--- src/hdl/misc_regs.svh ---
// register map, field positions, reset values and timing counts
`ifndef MISC_REGS_SVH
`define MISC_REGS_SVH
`define MISC_GIE_ADDR 8'h20
`define MISC_EPEN_ADDR 8'h21
`define MISC_PSC_ADDR 8'hff
`define MISC_PSC_POR 8'h11
`define MISC_PSC_WDT 8'h41
`define MISC_RUN 0
`define MISC_STEP 1
`define MISC_GIE 2
`define MISC_SUSP 3
`define MISC_PUP 4
`define MISC_BUSRST 5
`define MISC_WDT 6
`define MISC_PEND 7
`define MISC_CLK_PS 5000
`define MISC_SE0_NS 8000
`define MISC_SE0_CYC ((`MISC_SE0_NS * 1000 + `MISC_CLK_PS - 1) / `MISC_CLK_PS)
`define MISC_WAKE_SHORT_NS 128000
`define MISC_WAKE_LONG_NS 96000000
`define MISC_CALL_CYC 10
`define MISC_JMP_CYC 5
`endif

--- src/hdl/misc_pkg.sv ---
// types shared by the status and interrupt control block
package misc_pkg;
  typedef struct packed {
    logic last;
    logic halt;
    logic di;
    logic ei;
    logic irq_return_instruction;
  } misc_cpu_t;
  typedef struct packed {
    logic fast_tick;
    logic slow_tick;
    logic [2:0] ep;
    logic dac;
    logic gpio;
  } misc_src_t;
  typedef enum logic [1:0] {
    SVC_IDLE = 2'b00,
    SVC_CALL = 2'b01,
    SVC_JUMP = 2'b10
  } misc_svc_t;
endpackage

--- src/hdl/misc_top.sv ---
// processor status, interrupt latches, acknowledge and vectoring
`timescale 1ns/1ps
`default_nettype none
`include "misc_regs.svh"
module misc_top #(
  parameter int WAKE_SHORT_CYC =
    (`MISC_WAKE_SHORT_NS * 1000 + `MISC_CLK_PS - 1) / `MISC_CLK_PS,
  parameter int WAKE_LONG_CYC =
    (`MISC_WAKE_LONG_NS / 1000) * (1000000 / `MISC_CLK_PS)
) (
  input wire logic clock,
  input wire logic rst_b,
  input wire logic wdt_reset,
  input wire misc_pkg::misc_cpu_t cpu,
  input wire misc_pkg::misc_src_t src,
  input wire logic bus_activity,
  input wire logic dp_in,
  input wire logic dm_in,
  input wire logic io_wr,
  input wire logic io_rd,
  input wire logic [7:0] io_addr,
  input wire logic [7:0] io_wdata,
  output logic [7:0] io_rdata,
  output logic run,
  output logic suspend,
  output logic gie,
  output logic call_req,
  output logic [15:0] vector,
  output logic svc_busy
);
  // ****************************************
  // helpers
  // ****************************************
  function automatic logic [3:0] first_set(input logic [11:0] v);
    logic [3:0] n;
    n = 4'h0;
    for (int i = 11; i >= 1; i--) begin
      if (v[i]) begin
        n = 4'(i);
      end
    end
    return n;
  endfunction

  function automatic logic [15:0] vec_addr(input logic [3:0] n);
    return {11'h000, n, 1'b0};
  endfunction

  logic step_reg, pup_reg, busrst_reg, wdt_reg, pend_reg;
  logic [7:0] gie_en_reg;
  logic [2:0] ep_en_reg;
  logic [11:0] latch_reg;
  logic [11:0] en_mask, active, set_vec, clr_vec;
  logic ack, wr_psc, sleep_req, sleep_ok, wake, waking_reg;
  logic [24:0] wake_cnt_reg;
  logic dp_s1, dp_s2, dm_s1, dm_s2;
  logic [10:0] se0_cnt_reg;
  logic se0_hit;
  misc_pkg::misc_svc_t svc_reg;
  logic [3:0] svc_cnt_reg;

  // ****************************************
  // masking and recognition
  // ****************************************
  // enable per source
  assign en_mask = {gie_en_reg[6], gie_en_reg[5], 3'h0, ep_en_reg,
                    gie_en_reg[2:0], 1'b0};
  assign active = latch_reg & en_mask;
  assign ack = cpu.last && gie && (|active) && run && !suspend &&
               svc_reg == misc_pkg::SVC_IDLE;
  assign wr_psc = io_wr && io_addr == `MISC_PSC_ADDR;
  assign sleep_req = wr_psc && io_wdata[`MISC_SUSP];
  // refuse sleep if already something to wake on
  assign sleep_ok = sleep_req && !bus_activity && !(|active);
  assign wake = bus_activity || (|active);

  // ****************************************
  // bus reset detector
  // ****************************************
  // pins are asynchronous to the cpu clock
  always_ff @(posedge clock or negedge rst_b) begin
    if (!rst_b) begin
      dp_s1 <= 1'b1;
      dp_s2 <= 1'b1;
      dm_s1 <= 1'b1;
      dm_s2 <= 1'b1;
    end else begin
      dp_s1 <= dp_in;
      dp_s2 <= dp_s1;
      dm_s1 <= dm_in;
      dm_s2 <= dm_s1;
    end
  end

  always_ff @(posedge clock or negedge rst_b) begin
    if (!rst_b) begin
      se0_cnt_reg <= 11'h000;
    end else if (dp_s2 || dm_s2) begin
      se0_cnt_reg <= 11'h000;
    end else if (se0_cnt_reg <= 11'(`MISC_SE0_CYC)) begin
      se0_cnt_reg <= se0_cnt_reg + 11'h001;
    end
  end
  // strictly longer than 8 us, one event per reset
  assign se0_hit = !dp_s2 && !dm_s2 && se0_cnt_reg == 11'(`MISC_SE0_CYC);

  // ****************************************
  // interrupt latches
  // ****************************************
  assign set_vec = {src.gpio, src.dac, 3'h0, src.ep, src.slow_tick,
                    src.fast_tick, se0_hit, 1'b0};
  always_comb begin
    clr_vec = 12'h000;
    if (ack) begin
      clr_vec[first_set(active)] = 1'b1;
    end
  end

  // new event wins over the acknowledge clear
  always_ff @(posedge clock or negedge rst_b) begin
    if (!rst_b) begin
      latch_reg <= 12'h000;
    end else if (wdt_reset) begin
      latch_reg <= 12'h000;
    end else begin
      latch_reg <= (latch_reg & ~clr_vec) | set_vec;
    end
  end

  // ****************************************
  // enable registers
  // ****************************************
  // cleared by any reset
  always_ff @(posedge clock or negedge rst_b) begin
    if (!rst_b) begin
      gie_en_reg <= 8'h00;
      ep_en_reg <= 3'h0;
    end else if (wdt_reset) begin
      gie_en_reg <= 8'h00;
      ep_en_reg <= 3'h0;
    end else if (io_wr && io_addr == `MISC_GIE_ADDR) begin
      gie_en_reg <= io_wdata;
    end else if (io_wr && io_addr == `MISC_EPEN_ADDR) begin
      ep_en_reg <= io_wdata[2:0];
    end
  end

  // internal enable, never touched by a register write
  always_ff @(posedge clock or negedge rst_b) begin
    if (!rst_b) begin
      gie <= 1'b0;
    end else if (wdt_reset) begin
      gie <= 1'b0;
    end else if (ack) begin
      gie <= 1'b0;
    end else if (cpu.last && cpu.di) begin
      gie <= 1'b0;
    end else if (cpu.last && (cpu.ei || cpu.irq_return_instruction)) begin
      gie <= 1'b1;
    end
  end

  // ****************************************
  // status and control register
  // ****************************************
  // power-on value, watchdog value
  always_ff @(posedge clock or negedge rst_b) begin
    if (!rst_b) begin
      {wdt_reg, busrst_reg, pup_reg, step_reg, run} <= 5'b00101;
    end else if (wdt_reset) begin
      // watchdog sets its flag, clears power-up
      {wdt_reg, busrst_reg, pup_reg, step_reg, run} <= 5'b10001;
    end else begin
      if (wr_psc) begin
        // firmware keeps run written as one
        run <= io_wdata[`MISC_RUN];
        step_reg <= io_wdata[`MISC_STEP];
        pup_reg <= io_wdata[`MISC_PUP];
        wdt_reg <= io_wdata[`MISC_WDT];
        busrst_reg <= io_wdata[`MISC_BUSRST] | se0_hit;
      end else if (se0_hit) begin
        busrst_reg <= 1'b1;
      end
      // single step stops after one instruction
      if (cpu.last && run && (cpu.halt || step_reg)) begin
        run <= 1'b0;
      end
    end
  end

  always_ff @(posedge clock or negedge rst_b) begin
    if (!rst_b) begin
      pend_reg <= 1'b0;
    end else if (wdt_reset || ack) begin
      pend_reg <= 1'b0;
    end else if (cpu.last && (|active)) begin
      pend_reg <= 1'b1;
    end
  end

  // ****************************************
  // suspend and start-up timer
  // ****************************************
  // long start-up while the power-up flag is set (power-on or a write); trades wake speed for
  // oscillator settling
  always_ff @(posedge clock or negedge rst_b) begin
    if (!rst_b) begin
      suspend <= 1'b0;
      waking_reg <= 1'b0;
      wake_cnt_reg <= 25'h000_0000;
    end else if (wdt_reset) begin
      suspend <= 1'b0;
      waking_reg <= 1'b0;
      wake_cnt_reg <= 25'h000_0000;
    end else if (!suspend) begin
      suspend <= sleep_ok;
    end else if (!waking_reg) begin
      if (wake) begin
        waking_reg <= 1'b1;
        // power-up flag picks the start-up time
        wake_cnt_reg <= pup_reg ? 25'(WAKE_LONG_CYC - 1) :
                                  25'(WAKE_SHORT_CYC - 1);
      end
    end else if (wake_cnt_reg == 25'h000_0000) begin
      suspend <= 1'b0;
      waking_reg <= 1'b0;
    end else begin
      wake_cnt_reg <= wake_cnt_reg - 25'h000_0001;
    end
  end

  // ****************************************
  // acknowledge call and vector jump
  // ****************************************
  // call then jump cycle budget
  always_ff @(posedge clock or negedge rst_b) begin
    if (!rst_b) begin
      svc_reg <= misc_pkg::SVC_IDLE;
      svc_cnt_reg <= 4'h0;
    end else if (wdt_reset) begin
      svc_reg <= misc_pkg::SVC_IDLE;
      svc_cnt_reg <= 4'h0;
    end else begin
      case (svc_reg)
        misc_pkg::SVC_IDLE: begin
          if (ack) begin
            svc_reg <= misc_pkg::SVC_CALL;
            svc_cnt_reg <= 4'(`MISC_CALL_CYC - 1);
          end
        end
        misc_pkg::SVC_CALL: begin
          if (svc_cnt_reg == 4'h0) begin
            svc_reg <= misc_pkg::SVC_JUMP;
            svc_cnt_reg <= 4'(`MISC_JMP_CYC - 1);
          end else begin
            svc_cnt_reg <= svc_cnt_reg - 4'h1;
          end
        end
        misc_pkg::SVC_JUMP: begin
          if (svc_cnt_reg == 4'h0) begin
            svc_reg <= misc_pkg::SVC_IDLE;
          end else begin
            svc_cnt_reg <= svc_cnt_reg - 4'h1;
          end
        end
        default: begin
          svc_reg <= misc_pkg::SVC_IDLE;
        end
      endcase
    end
  end

  // call_req tells the core to push counter and flags
  always_ff @(posedge clock or negedge rst_b) begin
    if (!rst_b) begin
      call_req <= 1'b0;
      vector <= 16'h0000;
      svc_busy <= 1'b0;
    end else begin
      call_req <= ack;
      svc_busy <= ack || (svc_reg == misc_pkg::SVC_CALL) ||
                  (svc_reg == misc_pkg::SVC_JUMP && svc_cnt_reg != 4'h0);
      if (wdt_reset) begin
        vector <= 16'h0000;
      end else if (ack) begin
        vector <= vec_addr(first_set(active));
      end
    end
  end

  // ****************************************
  // register read port
  // ****************************************
  always_ff @(posedge clock or negedge rst_b) begin
    if (!rst_b) begin
      io_rdata <= 8'h00;
    end else if (io_rd) begin
      case (io_addr)
        `MISC_GIE_ADDR: io_rdata <= gie_en_reg;
        `MISC_EPEN_ADDR: io_rdata <= {5'h00, ep_en_reg};
        `MISC_PSC_ADDR: io_rdata <= {pend_reg, wdt_reg, busrst_reg,
                                     pup_reg, suspend, gie, step_reg, run};
        default: io_rdata <= 8'h00;
      endcase
    end
  end
endmodule
`default_nettype wire

--- config.mk ---
export PLATFORM = sky130hd
export DESIGN_NAME = misc_top
export DESIGN_NICKNAME = d
export VERILOG_FILES = /design/src/hdl/misc_pkg.sv /design/src/hdl/misc_top.sv
export VERILOG_INCLUDE_DIRS = /design/src /design/src/hdl
export SDC_FILE = /design/constraint.sdc
export NUM_CORES = 1
export LEC_CHECK = 0
export ABC_CLOCK_PERIOD_IN_PS = 2600
export BUFFER_PORTS_ARGS = -buffer_cell sky130_fd_sc_hd__buf_4
export CAP_MARGIN = 25
export CORE_MARGIN = 5
export CORE_UTILIZATION = 54
export CTS_BUF_LIST = sky130_fd_sc_hd__clkbuf_2
export DETAILED_ROUTE_END_ITERATION = 7
export GPL_TIMING_DRIVEN = 1
export HOLD_SLACK_MARGIN = 0.08
export PLACE_DENSITY = 0.84
export RECOVER_POWER = 50
export SLEW_MARGIN = 30
export SYNTH_ARGS = -nofsm -noshare
export SYNTH_HDL_FRONTEND = slang
export SYNTH_SLANG_ARGS = --single-unit
export TNS_END_PERCENT = 10
--- constraint.sdc ---
create_clock -name clock -period 2.6 [get_ports clock]
set_input_delay 0.13 -clock clock [delete_from_list [all_inputs] [get_ports clock]]
set_output_delay 0.13 -clock clock [all_outputs]
set_load 0.005 [all_outputs]
## After elaboration in Yosys (flattened, before gate mapping)

Cells that the tools add are included.

| storage, ports and cells | value |
|---|---|
| register bits after elaboration | 104 |
| output and inout bits | 29 |
| logic and storage cells | 168 |

| operators by class | value |
|---|---|
| $add $sub $neg | 3 |
| multiplexer cells | 68 |
| $lt $le $gt $ge | 3 |
| equality and inequality tests | 12 |
| reductions and logical operators | 53 |
| bitwise logic cells | 5 |

Operators by type and width:

| kind | number |
|---|---|
| 25-bit two-way mux | 6 |
| 4-bit two-way mux | 16 |
| 16-bit two-way mux | 2 |
| 1-bit two-way mux | 27 |
| 25-bit zero test | 1 |
| 25-bit by 1-bit subtractor with 25-bit output (second input constant) | 1 |
| 12-bit AND | 2 |
| 12-bit two-way mux | 2 |
| 8-bit case mux with 3 select lines | 1 |
| 11-bit two-way mux | 2 |
| 1-bit logical AND | 20 |
| 8-bit by 6-bit equality test with 1-bit output (second input constant) | 2 |
| 8-bit two-way mux | 2 |
| 3-bit inequality test (second input constant) | 5 |
| 2-bit nonzero test | 7 |
| 12-bit inverter | 1 |
| 12-bit bitwise OR | 1 |
| 4-bit case mux with 3 select lines | 1 |
| 4-bit nonzero test | 3 |
| 12-bit OR reduction | 1 |
| 11-bit by 1-bit adder with 11-bit output (second input constant) | 1 |
| 11-bit equality test (second input constant) | 1 |
| 11-bit <= comparator (second input constant) | 1 |
| 3-bit two-way mux | 3 |
| 18 further kinds | 35 |

## Logic depth before layout (Yosys ltp)

| logic depth | value |
|---|---|
| depth after elaboration | 22 |
| gate-level depth with buffers | 10 |

## Worst setup path before layout

OpenSTA, ideal clock, no wires.

| timing | value |
|---|---|
| kind | reg2reg |
| start point | register wake_cnt_reg[0] |
| end point | register wake_cnt_reg[18] |
| required time | 2.461 ns |
| clock period less this slack | 2.485 ns |
| cell stages (with the launch flop) | 11 |
| arrival time | 2.346 ns |
| slack | 0.115 ns |
| cells stage by stage | dfrtp_1 inv_1 ha_1 or4b_4 or4_4 buf_6 o21a_1 buf_2 buf_4 o211ai_1 o221ai_1 |

| between the ends | value |
|---|---|
| cells in the longest elaborated chain, start to end | 5 |
| elaborated cells on any way between the ends | 8 |

Ends and longest elaborated chain:

| item | line | source |
|---|---|---|
| start, declared | misc_top.sv:55 | `logic [24:0] wake_cnt_reg;` |
| start signal, assigned | misc_top.sv:221 | `wake_cnt_reg <= pup_reg ? 25'(WAKE_LONG_CYC - 1) :` |
| start signal, assigned | misc_top.sv:228 | `wake_cnt_reg <= wake_cnt_reg - 25'h000_0001;` |
| 25-bit by 1-bit subtractor with 25-bit output | misc_top.sv:228 |  |
| 25-bit two-way mux | misc_top.sv:224 | `end else if (wake_cnt_reg == 25'h000_0000) begin` |
| 25-bit two-way mux | misc_top.sv:217 | `end else if (!waking_reg) begin` |
| 25-bit two-way mux | misc_top.sv:215 | `end else if (!suspend) begin` |
| 25-bit two-way mux | misc_top.sv:211 | `end else if (wdt_reset) begin` |

Several ways; a longest one is shown, not always the timed one. The select of a mux whose other input is x is not followed.
A chain may end at the register's enable or synchronous reset.

## Worst setup path in the final report

| timing | value |
|---|---|
| start point | register wake_cnt_reg[0] |
| end point | register wake_cnt_reg[8] |

Same word-level chain as after synthesis.

==> impl_metrics.toml <==
[outcome]
status = "finished clean"

[finish]
seq_area_um2 = 2210
nets = 689
stdcell_count = 758
syn_to_final_growth_pct = 21.1
drive_above_1_share = 0.179
n_fill_cell = 663
fin_util = 0.678
multi_input_area_um2 = 2470
largest_reg_flops = 25

[pwr]
ir_drop_v = 0.000258
combinationalPowerShare = 0.101
p_switching_w = 0.000609
p_leak_nw = 2.56
internal_power_w = 0.00174
p_clk_frac = 0.296
p_seq_frac = 0.602
sw_frac_of_total = 0.259
power.density_nw_per_um2 = 393

[critical_path]
endpoint = "wake_cnt_reg[8]"
r2r_setup_slack_ps = 70
rr_worst_depth = 8
startpoint_type = "flop"
worst_r2r_endpoint = "wake_cnt_reg[8]"
required_ps = 3100
criticalPathCategory = "reg -> reg"
startpoint = "wake_cnt_reg[0]"
worstPathArrival_ps = 3030
worstPathMaxFanout = 7
r2r-start = "wake_cnt_reg[0]"
crit_path_end_kind = "flop"

[cts]
clock_latency_ps = 560
htree_levels = 3
clk_pin_slew_worst_paths_ps = 250
clkSinkCount = 88
cts_buffers = 9
cts-root-buf = "clkbuf_2"
clock_path_buffers = 2
tritoncts = "done"

[synth]
synth_flop_cell = "dfrtp_1"
netlist_instances = 547
syn_area_um2 = 4930
async_flop_share = 1.00
ys_seq_elements = 88
synthTopCellsByArea = "dfrtp_1, a21oi_1, nor2_1"
synth_edf_count = 0
ys_types = 64
ys_seq_area_frac = 0.448
synth_warnings = 0
avgSynthCellArea_um2 = 9.01
ys_top_cells_by_count = "dfrtp_1, nor2_1, nand2_1"
synth_area_leader_cell = "dfrtp_1"
synthMostInstantiatedCell = "dfrtp_1"
synth_top_area_frac = 0.416

[timing]
relSlewSlack = 0.371
whs_ps = 188
drv_slew = 0
setup_viol = 0
finalCritPeriodShare = 0.974
fin_crit_ps = 2530
hold_viol = 0
max_freq_mhz = 395
rsz0062_at_grt = "no"
skew_ps = 33.8
worst_slew_pin_slew_ps = 944
timing.final.ws_setup_ps = 67.2
totalNegativeSetupSlack_ps = 0

[placed_design]
place_ws_ps = 17.5
dp_cells = 701
dp_hpwl_um = 8590
io_buffers = 52
gp_congestion = 0.944

[route]
antenna_left = 0
wl_per_cell_um = 17.2
drc_errors = 0
drt-total-wl_um = 13100
vias_per_cell = 6.23
via_count = 4723
dr.pass1.iters = 5
first_iter_violations = 259

[global_route]
grt_max_degree = 48
antenna_found_initial = 0
overflow = 0
grt_pass1_vias = 4593
grt_pass1_wl_um = 21800
grt_usage = 0.236

[floorplan]
dieArea_um2 = 11100
ios = 65
start_util = 0.560
core_um2 = 8810
rows = 34
die_h_um = 106
dieWidth_um = 106

[worst_hold_path]
hold_path.class = "in -> reg"

[job]
max_cap_viol_count = 0
## cell usage in the layout, fill, tap and decap left out, drive strengths merged, types with 4 or more instances in the layout
master	n
a211oi	7
a21oi	44
a22oi	9
a311oi	4
a31oi	19
and2	15
and3	8
buf	58
clkbuf	29
clkinv	5
conb	12
dfrtp	82
dfstp	6
dlygate4sd3	37
ha	9
inv	26
mux2i	7
nand2	48
nand3	18
nand3b	6
nand4	14
nor2	52
nor2b	4
nor3	20
nor4	9
o211ai	7
o21a	5
o21ai	17
o221a	6
o31ai	8
or2	5
or3	5
or4	5
## cell families (layout without fill, tap and decap cells)
group,count (synthesis),after routing,synth area share
AND/OR/NAND/NOR,219,219,0.228
multiplexers,9,9,0.0188
adder cells (fa/ha/maj),9,9,0.0228
other,1,13,0.000761
buffers and inverters,65,156,0.0627
flip-flops,88,88,0.448
AO/OA/AOI/OAI,153,153,0.214
XOR/XNOR,3,3,0.00533
## stage by stage
| step | total power (W) | instance area [µm²] |
|---|---|---|
| after floorplan | 0.00152 | 4970 |
| after global placement | 0.00162 | 5460 |
| after detailed placement | 0.00163 | 5460 |
| after CTS | 0.00236 | 5950 |
| after global routing | 0.00244 | 5970 |
| final | 0.00235 | 5970 |
## per-layer routing
metal,track usage,routed length [µm]
met1,0.312,5400
met5,0,0
met3,0.0336,943
met4,0.110,387
met2,0.386,6320
## cell type report
class / count / area share
tap: 108 / 0.0226
clock inverter: 4 / 0.00796
inverter: 28 / 0.0176
clock buffer: 12 / 0.0101
sequential: 88 / 0.370
antenna: 1 / 0.000419
timing repair buffer: 112 / 0.157
multi-input combinational: 405 / 0.414
## power groups by stage
| stage | registers, W | logic (W) | clock network (W) |
|---|---|---|---|
| after floorplan | 0.00143 | 0.0000924 | 0 |
| after global placement | 0.00144 | 0.000188 | 0 |
| after detailed placement | 0.00144 | 0.000193 | 0 |
| after CTS | 0.00141 | 0.000235 | 0.000708 |
| after global routing | 0.00142 | 0.000260 | 0.000758 |
| final | 0.00141 | 0.000238 | 0.000695 |
## how the worst min path moves through the flow
stage	slack [ps]	end	from	cells after the start
finish	190	gie_en_reg[0]	io_addr[2]	5
global route	190	dp_s1	dp_in	2
CTS	150	gie_en_reg[0]	io_addr[3]	5
detailed placement	170	wake_cnt_reg[17]	rst_b	1
global placement	160	wake_cnt_reg[16]	rst_b	1
floorplan	-170	busrst_reg	rst_b	0
## what timing repair did
action,in CTS,in global routing
setup buffers,2,1
pin swaps,0,3
setup endpoints to repair,6,3
hold buffers,37,0
endpoints found under the hold margin,119,0
gates resized for setup,0,4
cloned,0,0
## worst max-delay path, cell delays in order, from the launching register on
cell     delay (ps)
dfrtp_1         460
inv_2            80
ha_1            150
or4b_4          460
or4_4           540
o21a_1          220
buf_4           160
a31oi_1         180
o221a_2         210
Power figures use the tool's default switching activity.
